===== src/rtl/ckc_pkg.sv =====
// package: register map, field positions, reset values and counts of the clock control block
package ckc_pkg;
   localparam logic [7:0]  CKC_ADR_CONTROL   = 8'h00;
   localparam logic [7:0]  CKC_ADR_CONFIG    = 8'h04;
   // control register field positions
   localparam int          CR_INT_EN         = 0;
   localparam int          CR_INT_RDY        = 1;
   localparam int          CR_TRIM_LSB       = 3;
   localparam int          CR_CAL_LSB        = 8;
   localparam int          CR_EXT_EN         = 16;
   localparam int          CR_EXT_RDY        = 17;
   localparam int          CR_EXT_BYP        = 18;
   localparam int          CR_FAIL_DET       = 19;
   localparam int          CR_PLL_EN         = 24;
   localparam int          CR_PLL_LOCK       = 25;
   // configuration register field positions
   localparam int          CF_SEL_LSB        = 0;
   localparam int          CF_STAT_LSB       = 2;
   localparam int          CF_CORE_LSB       = 4;
   localparam int          CF_SLOW_LSB       = 8;
   localparam int          CF_FAST_LSB       = 11;
   localparam int          CF_CONV_LSB       = 14;
   localparam int          CF_PLL_SRC        = 16;
   localparam int          CF_PLL_PRE        = 17;
   localparam int          CF_MUL_LSB        = 18;
   localparam int          CF_USB_DIV        = 22;
   localparam int          CF_CLKOUT_LSB     = 24;
   // reset values
   localparam logic [4:0]  TRIM_RESET        = 5'h10;
   localparam logic [31:0] CONFIG_RESET      = 32'h00000000;
   // system clock sources
   localparam logic [1:0]  SRC_INT           = 2'h0;
   localparam logic [1:0]  SRC_EXT           = 2'h1;
   localparam logic [1:0]  SRC_PLL           = 2'h2;
   // oscillator cycles from enable clear to ready drop
   localparam logic [2:0]  RDY_DROP_CYCLES   = 3'h6;
   // system clock cycles a source switch takes; cfg access waits 1 or 2
   localparam logic [1:0]  SWITCH_CYCLES     = 2'h2;
   localparam logic [3:0]  MUL_MAX_CODE      = 4'hF;
   localparam logic [4:0]  MUL_MAX_FACTOR    = 5'h10;
   localparam logic [4:0]  MUL_OFFSET        = 5'h02;
endpackage


===== src/rtl/ckc_ctrl.sv =====
// clock source selection, oscillator enables and bus prescalers behind two wishbone registers
//
// The Wishbone slave port was chosen for this implementation.
`timescale 1ns/100ps
module ckc_ctrl
   import ckc_pkg::*;
(
   input  wire logic        clk_i,
   input  wire logic        rst_i,
   input  wire logic        wb_cyc_i,
   input  wire logic        wb_stb_i,
   input  wire logic        wb_we_i,
   input  wire logic [7:0]  wb_adr_i,
   input  wire logic [3:0]  wb_sel_i,
   input  wire logic [31:0] wb_dat_i,
   output logic      [31:0] wb_dat_o,
   output logic             wb_ack_o,
   input  wire logic        int_osc_stable_i,
   input  wire logic        ext_osc_stable_i,
   input  wire logic        int_osc_tick_i,
   input  wire logic        ext_osc_tick_i,
   input  wire logic        pll_lock_i,
   input  wire logic [7:0]  int_osc_factory_cal_i,
   input  wire logic        low_power_entry_i,
   input  wire logic        low_power_exit_i,
   input  wire logic        ext_osc_fail_i,
   input  wire logic        usb_clock_on_i,
   output logic             int_osc_enable_o,
   output logic             ext_osc_enable_o,
   output logic             ext_osc_bypass_o,
   output logic             pll_enable_o,
   output logic             failure_detector_active_o,
   output logic [7:0]       int_osc_freq_code_o,
   output logic             pll_input_select_o,
   output logic             pll_ext_predivider_o,
   output logic [4:0]       pll_factor_o,
   output logic             usb_clock_divider_o,
   output logic [2:0]       clock_output_select_o,
   output logic [1:0]       system_clock_source_o,
   output logic             core_bus_tick_o,
   output logic             slow_periph_tick_o,
   output logic             fast_periph_tick_o,
   output logic             converter_tick_o
);

   typedef enum logic {CKC_BUS_IDLE, CKC_BUS_ACK} ckc_bus_e;

   function automatic logic [8:0] core_term(input logic [3:0] code);
      logic [8:0] t;
      t = 9'h000;
      if (code[3]) begin
         unique case (code[2:0])
            3'h0:    t = 9'h001;
            3'h1:    t = 9'h003;
            3'h2:    t = 9'h007;
            3'h3:    t = 9'h00F;
            3'h4:    t = 9'h03F;
            3'h5:    t = 9'h07F;
            3'h6:    t = 9'h0FF;
            3'h7:    t = 9'h1FF;
         endcase
      end
      return t;
   endfunction

   function automatic logic [3:0] periph_term(input logic [2:0] code);
      logic [3:0] t;
      t = 4'h0;
      if (code[2]) begin
         unique case (code[1:0])
            2'h0:    t = 4'h1;
            2'h1:    t = 4'h3;
            2'h2:    t = 4'h7;
            2'h3:    t = 4'hF;
         endcase
      end
      return t;
   endfunction

   // true when the given source is in use or requested, directly or via the pll
   function automatic logic src_in_use(input logic [1:0] src, input logic [1:0] act,
                                       input logic [1:0] req, input logic pll_from_ext);
      logic via_pll;
      via_pll = (act == SRC_PLL) || (req == SRC_PLL);
      return (act == src) || (req == src) || (via_pll && (pll_from_ext == (src == SRC_EXT)));
   endfunction

   // ---------------- bus slave ----------------
   ckc_bus_e    bus_state_ff,  nxt_bus_state;
   logic [31:0] rdata_ff,      nxt_rdata;
   logic [31:0] reg_cr;
   logic [31:0] reg_cf;
   logic        req;
   logic        hit_cr;
   logic        hit_cf;
   logic        wr_cr;
   logic        wr_cf;
   logic [31:0] bmask;
   logic [1:0]  switch_cnt_ff;

   assign req    = wb_cyc_i && wb_stb_i;
   assign hit_cr = (wb_adr_i == CKC_ADR_CONTROL);
   assign hit_cf = (wb_adr_i == CKC_ADR_CONFIG);
   assign bmask  = {{8{wb_sel_i[3]}}, {8{wb_sel_i[2]}}, {8{wb_sel_i[1]}}, {8{wb_sel_i[0]}}};
   assign wr_cr  = (bus_state_ff == CKC_BUS_ACK) && req && wb_we_i && hit_cr;
   assign wr_cf  = (bus_state_ff == CKC_BUS_ACK) && req && wb_we_i && hit_cf;

   always_comb begin
      nxt_bus_state = CKC_BUS_IDLE;
      nxt_rdata     = rdata_ff;
      unique case (bus_state_ff)
         CKC_BUS_IDLE: begin
            // config access stalls while a source switch is under way
            if (req && !(hit_cf && (switch_cnt_ff != 2'h0))) begin
               nxt_bus_state = CKC_BUS_ACK;
               nxt_rdata     = hit_cr ? reg_cr : (hit_cf ? reg_cf : 32'h00000000);
            end
         end
         CKC_BUS_ACK: nxt_bus_state = CKC_BUS_IDLE;
      endcase
   end

   always_ff @(posedge clk_i) begin
      if (rst_i) begin
         bus_state_ff <= CKC_BUS_IDLE;
         rdata_ff     <= 32'h00000000;
      end else begin
         bus_state_ff <= nxt_bus_state;
         rdata_ff     <= nxt_rdata;
      end
   end

   assign wb_ack_o = (bus_state_ff == CKC_BUS_ACK);
   assign wb_dat_o = rdata_ff;

   // ---------------- oscillator ready flags ----------------
   logic [1:0] osc_en;
   logic [1:0] osc_stable;
   logic [1:0] osc_tick;
   logic [1:0] osc_rdy_ff;
   logic [2:0] osc_cnt_ff [2];

   assign osc_stable = {ext_osc_stable_i, int_osc_stable_i};
   assign osc_tick   = {ext_osc_tick_i, int_osc_tick_i};

   for (genvar g = 0; g < 2; g++) begin : g_rdy
      logic       nxt_rdy;
      logic [2:0] nxt_cnt;
      always_comb begin
         nxt_rdy = osc_rdy_ff[g];
         nxt_cnt = osc_cnt_ff[g];
         if (osc_en[g]) begin
            nxt_cnt = 3'h0;
            nxt_rdy = osc_stable[g];
         end else if (osc_rdy_ff[g] && osc_tick[g]) begin
            nxt_cnt = osc_cnt_ff[g] + 3'h1;
            if (nxt_cnt == RDY_DROP_CYCLES) begin
               nxt_rdy = 1'b0;
            end
         end
      end
      always_ff @(posedge clk_i) begin
         if (rst_i) begin
            osc_rdy_ff[g] <= 1'b0;
            osc_cnt_ff[g] <= 3'h0;
         end else begin
            osc_rdy_ff[g] <= nxt_rdy;
            osc_cnt_ff[g] <= nxt_cnt;
         end
      end
   end

   // ---------------- control and configuration state ----------------
   logic        int_en_ff,   nxt_int_en;
   logic        ext_en_ff,   nxt_ext_en;
   logic        byp_ff,      nxt_byp;
   logic        det_en_ff,   nxt_det_en;
   logic        pll_en_ff,   nxt_pll_en;
   logic        lock_ff;
   logic        det_act_ff;
   logic [4:0]  trim_ff,     nxt_trim;
   logic [7:0]  cal_ff;
   logic        cal_load_ff;
   logic [1:0]  sel_ff,      nxt_sel;
   logic [1:0]  stat_ff,     nxt_stat;
   logic [1:0]  nxt_switch_cnt;
   logic [3:0]  core_ff,     nxt_core;
   logic [2:0]  slow_ff,     nxt_slow;
   logic [2:0]  fast_ff,     nxt_fast;
   logic [1:0]  conv_ff,     nxt_conv;
   logic        src_ff,      nxt_src;
   logic        pre_ff,      nxt_pre;
   logic [3:0]  mul_ff,      nxt_mul;
   logic        usb_ff,      nxt_usb;
   logic [2:0]  clkout_ff,   nxt_clkout;
   logic [31:0] cr_new;
   logic [31:0] cf_new;
   logic        fed_fail;
   logic        tgt_ready;

   assign osc_en = {ext_en_ff, int_en_ff};

   assign reg_cr = {6'h00, lock_ff, pll_en_ff, 4'h0, det_en_ff, byp_ff, osc_rdy_ff[1], ext_en_ff,
                    cal_ff, trim_ff, 1'b0, osc_rdy_ff[0], int_en_ff};
   assign reg_cf = {5'h00, clkout_ff, 1'b0, usb_ff, mul_ff, pre_ff, src_ff, conv_ff, fast_ff,
                    slow_ff, core_ff, stat_ff, sel_ff};
   assign cr_new = (reg_cr & ~bmask) | (wb_dat_i & bmask);
   assign cf_new = (reg_cf & ~bmask) | (wb_dat_i & bmask);

   // failure of an external oscillator that feeds the system clock
   assign fed_fail = ext_osc_fail_i && det_act_ff &&
                     ((stat_ff == SRC_EXT) || ((stat_ff == SRC_PLL) && src_ff));

   always_comb begin
      unique case (sel_ff)
         SRC_INT: tgt_ready = osc_rdy_ff[0];
         SRC_EXT: tgt_ready = osc_rdy_ff[1];
         SRC_PLL: tgt_ready = lock_ff;
         default: tgt_ready = 1'b0; // forbidden code never switches
      endcase
   end

   always_comb begin
      nxt_int_en  = int_en_ff;
      nxt_ext_en  = ext_en_ff;
      nxt_byp     = byp_ff;
      nxt_det_en  = det_en_ff;
      nxt_pll_en  = pll_en_ff;
      nxt_trim    = trim_ff;
      nxt_sel     = sel_ff;
      nxt_core    = core_ff;
      nxt_slow    = slow_ff;
      nxt_fast    = fast_ff;
      nxt_conv    = conv_ff;
      nxt_src     = src_ff;
      nxt_pre     = pre_ff;
      nxt_mul     = mul_ff;
      nxt_usb     = usb_ff;
      nxt_clkout  = clkout_ff;
      if (wr_cr) begin
         nxt_int_en = cr_new[CR_INT_EN] ||
                      src_in_use(SRC_INT, stat_ff, sel_ff, src_ff);
         nxt_ext_en = cr_new[CR_EXT_EN] ||
                      src_in_use(SRC_EXT, stat_ff, sel_ff, src_ff);
         nxt_pll_en = cr_new[CR_PLL_EN] || (stat_ff == SRC_PLL) || (sel_ff == SRC_PLL);
         if (!ext_en_ff) begin
            nxt_byp = cr_new[CR_EXT_BYP];
         end
         nxt_det_en = cr_new[CR_FAIL_DET];
         nxt_trim   = cr_new[CR_TRIM_LSB +: 5];
      end
      if (wr_cf) begin
         nxt_sel    = cf_new[CF_SEL_LSB +: 2];
         nxt_core   = cf_new[CF_CORE_LSB +: 4];
         nxt_slow   = cf_new[CF_SLOW_LSB +: 3];
         nxt_fast   = cf_new[CF_FAST_LSB +: 3];
         nxt_conv   = cf_new[CF_CONV_LSB +: 2];
         nxt_clkout = cf_new[CF_CLKOUT_LSB +: 3];
         nxt_usb    = cf_new[CF_USB_DIV] || (usb_ff && usb_clock_on_i);
         if (!pll_en_ff) begin
            nxt_src = cf_new[CF_PLL_SRC];
            nxt_pre = cf_new[CF_PLL_PRE];
            nxt_mul = cf_new[CF_MUL_LSB +: 4];
         end
      end
      // hardware events win over a software write in the same cycle
      if (low_power_entry_i) begin
         nxt_pll_en = 1'b0;
         nxt_ext_en = 1'b0;
      end
      if (low_power_exit_i) begin
         nxt_int_en = 1'b1;
         nxt_sel    = SRC_INT;
      end
      if (ext_osc_fail_i && det_act_ff) begin
         nxt_ext_en = 1'b0;
      end
      if (fed_fail) begin
         nxt_int_en = 1'b1;
         nxt_sel    = SRC_INT;
         if (src_ff && (stat_ff == SRC_PLL)) begin
            nxt_pll_en = 1'b0;
         end
      end
   end

   // source switch: status follows select once the target is ready
   always_comb begin
      nxt_stat       = stat_ff;
      nxt_switch_cnt = switch_cnt_ff;
      if (switch_cnt_ff != 2'h0) begin
         nxt_switch_cnt = switch_cnt_ff - 2'h1;
         if (switch_cnt_ff == 2'h1) begin
            nxt_stat = sel_ff;
         end
      end else if ((sel_ff != stat_ff) && tgt_ready) begin
         nxt_switch_cnt = SWITCH_CYCLES;
      end
   end

   always_ff @(posedge clk_i) begin
      if (rst_i) begin
         int_en_ff     <= 1'b1;
         ext_en_ff     <= 1'b0;
         byp_ff        <= 1'b0;
         det_en_ff     <= 1'b0;
         pll_en_ff     <= 1'b0;
         lock_ff       <= 1'b0;
         det_act_ff    <= 1'b0;
         trim_ff       <= TRIM_RESET;
         cal_ff        <= 8'h00;
         cal_load_ff   <= 1'b1;
         sel_ff        <= CONFIG_RESET[CF_SEL_LSB +: 2];
         stat_ff       <= SRC_INT;
         switch_cnt_ff <= 2'h0;
         core_ff       <= CONFIG_RESET[CF_CORE_LSB +: 4];
         slow_ff       <= CONFIG_RESET[CF_SLOW_LSB +: 3];
         fast_ff       <= CONFIG_RESET[CF_FAST_LSB +: 3];
         conv_ff       <= CONFIG_RESET[CF_CONV_LSB +: 2];
         src_ff        <= CONFIG_RESET[CF_PLL_SRC];
         pre_ff        <= CONFIG_RESET[CF_PLL_PRE];
         mul_ff        <= CONFIG_RESET[CF_MUL_LSB +: 4];
         usb_ff        <= CONFIG_RESET[CF_USB_DIV];
         clkout_ff     <= CONFIG_RESET[CF_CLKOUT_LSB +: 3];
      end else begin
         int_en_ff     <= nxt_int_en;
         ext_en_ff     <= nxt_ext_en;
         byp_ff        <= nxt_byp;
         det_en_ff     <= nxt_det_en;
         pll_en_ff     <= nxt_pll_en;
         lock_ff       <= pll_lock_i && pll_en_ff;
         det_act_ff    <= det_en_ff && osc_rdy_ff[1];
         trim_ff       <= nxt_trim;
         // strap caught on the first edge after release, never by the reset itself
         if (cal_load_ff) begin
            cal_ff <= int_osc_factory_cal_i;
         end
         cal_load_ff   <= 1'b0;
         sel_ff        <= nxt_sel;
         stat_ff       <= nxt_stat;
         switch_cnt_ff <= nxt_switch_cnt;
         core_ff       <= nxt_core;
         slow_ff       <= nxt_slow;
         fast_ff       <= nxt_fast;
         conv_ff       <= nxt_conv;
         src_ff        <= nxt_src;
         pre_ff        <= nxt_pre;
         mul_ff        <= nxt_mul;
         usb_ff        <= nxt_usb;
         clkout_ff     <= nxt_clkout;
      end
   end

   // ---------------- prescaler chain as enable pulses ----------------
   logic [8:0] core_cnt_ff;
   logic [3:0] slow_cnt_ff;
   logic [3:0] fast_cnt_ff;
   logic [2:0] conv_cnt_ff;
   logic       core_tick_ff;
   logic       slow_tick_ff;
   logic       fast_tick_ff;
   logic       conv_tick_ff;
   logic       core_hit;
   logic       slow_hit;
   logic       fast_hit;
   logic       conv_hit;

   // counters keep running across a new code, so a change may cut short or stretch one period
   assign core_hit = (core_cnt_ff >= core_term(core_ff));
   assign slow_hit = core_hit && (slow_cnt_ff >= periph_term(slow_ff));
   assign fast_hit = core_hit && (fast_cnt_ff >= periph_term(fast_ff));
   assign conv_hit = fast_hit && (conv_cnt_ff >= {conv_ff, 1'b1});

   always_ff @(posedge clk_i) begin
      if (rst_i) begin
         core_cnt_ff  <= 9'h000;
         slow_cnt_ff  <= 4'h0;
         fast_cnt_ff  <= 4'h0;
         conv_cnt_ff  <= 3'h0;
         core_tick_ff <= 1'b0;
         slow_tick_ff <= 1'b0;
         fast_tick_ff <= 1'b0;
         conv_tick_ff <= 1'b0;
      end else begin
         core_cnt_ff  <= core_hit ? 9'h000 : core_cnt_ff + 9'h001;
         if (core_hit) begin
            slow_cnt_ff <= slow_hit ? 4'h0 : slow_cnt_ff + 4'h1;
            fast_cnt_ff <= fast_hit ? 4'h0 : fast_cnt_ff + 4'h1;
         end
         if (fast_hit) begin
            conv_cnt_ff <= conv_hit ? 3'h0 : conv_cnt_ff + 3'h1;
         end
         core_tick_ff <= core_hit;
         slow_tick_ff <= slow_hit;
         fast_tick_ff <= fast_hit;
         conv_tick_ff <= conv_hit;
      end
   end

   // ---------------- registered analog-side controls ----------------
   logic [7:0] freq_ff;
   logic [4:0] factor_ff;

   always_ff @(posedge clk_i) begin
      if (rst_i) begin
         freq_ff   <= 8'h00;
         factor_ff <= MUL_OFFSET;
      end else begin
         freq_ff   <= cal_ff + {3'h0, trim_ff};
         factor_ff <= (mul_ff == MUL_MAX_CODE) ? MUL_MAX_FACTOR : {1'b0, mul_ff} + MUL_OFFSET;
      end
   end

   assign int_osc_enable_o          = int_en_ff;
   assign ext_osc_enable_o          = ext_en_ff;
   assign ext_osc_bypass_o          = byp_ff;
   assign pll_enable_o              = pll_en_ff;
   assign failure_detector_active_o = det_act_ff;
   assign int_osc_freq_code_o       = freq_ff;
   assign pll_input_select_o        = src_ff;
   assign pll_ext_predivider_o      = pre_ff;
   assign pll_factor_o              = factor_ff;
   assign usb_clock_divider_o       = usb_ff;
   assign clock_output_select_o     = clkout_ff;
   assign system_clock_source_o           = stat_ff;
   assign core_bus_tick_o           = core_tick_ff;
   assign slow_periph_tick_o        = slow_tick_ff;
   assign fast_periph_tick_o        = fast_tick_ff;
   assign converter_tick_o          = conv_tick_ff;

endmodule


===== config.mk =====
export PLATFORM = sky130hd
export DESIGN_NAME = ckc_ctrl
export DESIGN_NICKNAME = d
export VERILOG_FILES = /design/src/rtl/ckc_pkg.sv /design/src/rtl/ckc_ctrl.sv
export SDC_FILE = /design/constraint.sdc
export NUM_CORES = 1
export LEC_CHECK = 0
export ABC_AREA = 1
export BUFFER_PORTS_ARGS = -buffer_cell sky130_fd_sc_hd__buf_2
export CAP_MARGIN = 0
export CORE_UTILIZATION = 42
export DETAILED_ROUTE_END_ITERATION = 6
export PLACE_DENSITY = 0.74
export SYNTH_ARGS = -nofsm -noshare
export SYNTH_HDL_FRONTEND = slang
export SYNTH_SLANG_ARGS = --single-unit

===== constraint.sdc =====
create_clock -name clk_i -period 3.8 [get_ports clk_i]
set_input_delay 0.76 -clock clk_i [delete_from_list [all_inputs] [get_ports clk_i]]
set_output_delay 0.76 -clock clk_i [all_outputs]
set_load 0.02 [all_outputs]

* Word level (Yosys, flattened, before mapping)
Memory sizes are Yosys's and may differ from the RTL's. A register that Yosys moved wholly into a read port is not among the register bits. Index checks and enable logic that the tools add are counted.
Storage, ports and cells: register bits 121, bits in latches 0, memory bits (writable) 6, memory bits (read-only) 64, input bits 66, output and inout bits 63, logic and storage cells 171, memories kept 2
Operators by class: $add $sub $neg 9, multiply operators 0, divide/modulo/power cells 0, $lt $le $gt $ge 4, equality and inequality tests 16, shift operators 0, multiplexer cells 37, bitwise gates (word level) 12, reductions and logical operators 54
Memories:
- (no name shown) | depth 8, width 8, rd ports 1, clocked after Yosys merged registers in 1, write ports 0, line ckc_ctrl.sv:52 | unique case (code[2:0])
- osc_cnt_ff | depth 2, width 3, rd ports 2, clocked after Yosys merged registers in 0, write ports 2, line ckc_ctrl.sv:141 | logic [2:0] osc_cnt_ff [2];
Operator list (count):
- $and A27 B27 Y27 | 2
- $mux W27 | 2
- $pmux W4 S4 | 2
- $mux W3 | 9
- $not A27 Y27 | 1
- $or A27 B27 Y27 | 1
- $and A25 B25 Y25 | 1
- $or A25 B25 Y25 | 1
- $logic_and A1 B1 Y1 | 21
- $mux W4 | 4
- $mux W1 | 14
- $eq A2 B2 Y1 const B | 6
- $reduce_and A2 Y1 | 6
- $reduce_bool A2 Y1 | 6
- $logic_or A1 B1 Y1 | 11
- $eq A2 B1 Y1 const B | 5
- $add A3 B1 Y3 const B | 3
- $add A9 B1 Y9 const B | 1
- $ge A9 B9 Y1 | 1
- $mux W9 | 1
- $add A4 B1 Y4 const B | 2
- $add A8 B5 Y8 | 1
- $eq A8 B3 Y1 const B | 1
- $ge A4 B4 Y1 | 2
- 17 further kinds | 28

* Logic depth before layout (Yosys ltp)
depth after elaboration 9, depth in mapped cells 13, gate-level depth less buffers 12

* Worst setup path after synthesis
Ideal clock, no wire load.
path type register to register, start register with a tool-made name, end register core_cnt_ff[3], setup time 81 ps, data arrival time 1785 ps, required time 3719 ps, setup slack 1935 ps, stages on the path, launching flop included 13, path buffers 1, period minus slack after synthesis 1865 ps, cell sequence dfxtp_1 > clkbuf_1 > nand2_1 > ha_1 > nand2_1 > inv_1 > nand2_1 > nand3_1 > nand2_1 > nand2_1 > inv_1 > nand2_1 > nor3b_1
RTL lines:
- end signal, assigned | line ckc_ctrl.sv:385 | core_cnt_ff <= core_hit ? 9'h000 : core_cnt_ff + 9'h001;
- end, declared | line ckc_ctrl.sv:355 | logic [8:0] core_cnt_ff;

==> impl_metrics.toml <==
[synth]
dominantRegCellSynth = "dfxtp_1"
ys_seq_area_frac = 0.429
ys_types = 37
synth_seq_cells = 128
yosysTopAreaCellShare = 0.429
synth_edf_count = 0
postSynth.asyncResetShare = 0
yosysTopAreaCell = "dfxtp_1"
syn-mean-instance-area_um2 = 7.23
yosys_warnings = 0
netlist_instances = 826
syn_area_um2 = 5970
synthTopCellsByArea = "dfxtp_1, nand2_1, nor2_1, ha_1, inv_1"

[worst_setup_path]
crit_top_cell = "nand2_1"
crit_fanout = 14
cp.required_ps = 4120
path_cells = "nand2_1 -> ha_1 -> nand2_1 -> inv_1 -> nand2_1 -> nand3_1 -> nand2_1 -> nand2_1 -> inv_1 -> nand2_1 -> nor3b_1"
cp_slowest_cell = "dfxtp_1"
cp_top_family = "simple AND/OR/NAND/NOR gates"
arrival_ps = 2890
worst_setup_path_start_kind = "flip-flop"
endpoint_kind = "flip-flop"
slowest_delay_ps = 510
path_class = "flip-flop to flip-flop"
cp_num_buf_inv = 2
reg2reg_slack_ps = 1230

[global_routing]
grt_pass1_vias = 4967
grt_util_all_layers = 0.206
grt_remaining_overflow = 0
grt_pass1_wl_mm = 23.3
antenna_found_initial = 0
grt_max_degree = 45

[sta]
hold_violations = 0
period_minus_slack_ps = 2570
fin_crit_sh = 0.676
slew_headroom = 0.531
tns_ps = 0
final_max_slew_viol_count = 0
clock_skew_ps = 6.09
tightest_slew_ps = 702
clock.fmax_ghz = 0.389
setup_viol = 0
grt_setup_unrepaired = "false"

[layout]
multiInputGateArea_um2 = 2890
ff_latch_area_um2 = 2560
syn2layout_area_growth_pct = 21.7
fill_cells = 1354
drive_gt1_frac = 0.177
n_antenna_cell = 0
final_nets = 1041

[floorplanning]
initial_utilization = 0.430
io_pins = 129
std_cell_rows = 43
core_um2 = 13900
die_x_um = 121
die_area_um2 = 14700
fp.dieH_um = 121

[routing]
drc_errors = 0
antenna_left = 0
drtIter0Drc = 306
wirelength_mm = 14.4
vias = 5432
wl_per_cell_um = 12.7
vias_per_cell = 4.80
drt_pass1_iterations = 7

[placement]
io_buffers = 115
place_congestion = 0.870
dp_hpwl_mm = 10.4

[cts]
cts_resized = 0
root_buffer = "clkbuf_16"
cts_tree = "built"
ctsLongestPathBuffers = 2
hold_buffers = 0
htreeDepth = 4
clock_latency_ps = 420
cts_setup_buffers = 0
clk_pin_slew_ps = 60
clock-sinks = 128
cts_made_buffers = 17

[outcome]
run_status = "complete, no violations"

[power]
power.density_nw_per_um2 = 469
ir_drop_mv = 0.313
power_uw = 3410
p_leak_uw = 0.00351

[flow_run]
max_cap_violations = 0

[hold_path]
hp-class = "flip-flop to flip-flop"
path summary, 6_finish.rpt:
| check | startpoint | endpoint | cells past startpoint |
|---|---|---|---|
| max | flip-flop | core_cnt_ff[3] | 11 |
| min | flip-flop | flip-flop | 2 |
| max reg2reg | flip-flop | core_cnt_ff[3] | 11 |
| min reg2reg | flip-flop | flip-flop | 2 |
routing by layer:
layer | routed length (um) | vias to the layer above | GRT usage
li1 | - | 2843 | -
met1 | 6630 | 2414 | 0.260
met2 | 6680 | 159 | 0.337
met3 | 870 | 16 | 0.0583
met4 | 176 | 0 | 0.0656
met5 | 0 | - | 0
where the power goes:
group          internal (uW)  total [uW]  switching (uW)
registers               1400        1450            45.6
logic                    139         373             234
clock network            984        1590             601
cell usage in the layout, fill, tap and decap left out, drive strengths merged, types with 5 or more instances in the layout:
| cell type | count |
|---|---|
| nand3b | 5 |
| nand2 | 183 |
| ha | 36 |
| dfxtp | 128 |
| inv | 104 |
| nor2 | 129 |
| clkinv | 6 |
| buf | 119 |
| o21ai | 73 |
| nor3 | 6 |
| nand4 | 6 |
| xor2 | 11 |
| nand3 | 39 |
| conb | 6 |
| a21oi | 55 |
| clkbuf | 20 |
cells in the mapped netlist, types with 2 or more instances:
master	n
o21a_1	2
ha_1	36
a211oi_1	2
nor3_2	3
inv_2	6
dfxtp_1	128
nand2_1	182
nor2_1	127
clkbuf_1	11
buf_4	9
nor3_1	3
xor2_1	11
nand3b_1	5
o211ai_1	2
buf_1	4
or2_2	2
nand3_2	2
xnor2_1	2
inv_1	97
o21ai_1	5
o21bai_1	3
nand3_1	37
buf_2	7
nor2_2	2
nand4_1	6
a21oi_1	55
o21ai_0	67
layout make-up:
type	instances	area share
well taps	180	0.0310
repair buffers	119	0.0851
clock inverters	12	0.0188
clock buffers	20	0.0615
flip-flops and latches	128	0.353
inverters	103	0.0532
multi-input cells	569	0.398
tightest hold or removal path: cells and delay by family, from the launching register on:
| family | cells | cell delay (ps) |
|---|---|---|
| DFF | 1 | 300 |
| AOI/OAI and AO/OA | 1 | 50 |
| buffers and inverters | 1 | 60 |
through the flow:
| stage | utilization | cell area, um^2 | worst slack, ps | std cells | hold slack [ps] |
|---|---|---|---|---|---|
| 4_1_cts | 0.523 | 7260 | 1220 | 1131 | 463 |
| 3_5_place_dp | 0.481 | 6680 | 1140 | 1099 | 449 |
| 5_1_grt | 0.523 | 7260 | 998 | 1131 | 488 |
| 6_report | 0.523 | 7260 | 1230 | 1131 | 461 |
| 3_3_place_gp | 0.481 | 6680 | 1150 | 1099 | 451 |
| 2_1_floorplan | - | 5990 | 1930 | 831 | 414 |
logic make-up (layout without fill, tap and decap cells):
| group | Yosys count | in the layout | share of synthesized area |
|---|---|---|---|
| simple gates | 372 | 372 | 0.256 |
| compound gates | 141 | 141 | 0.125 |
| buf+inv | 134 | 254 | 0.0914 |
| flops | 128 | 128 | 0.429 |
| fa+ha+maj | 37 | 37 | 0.0788 |
| xor+xnor | 13 | 13 | 0.0191 |
| other cells | 1 | 6 | 0.000628 |
Note: power is estimated with default switching activity, not from simulation.
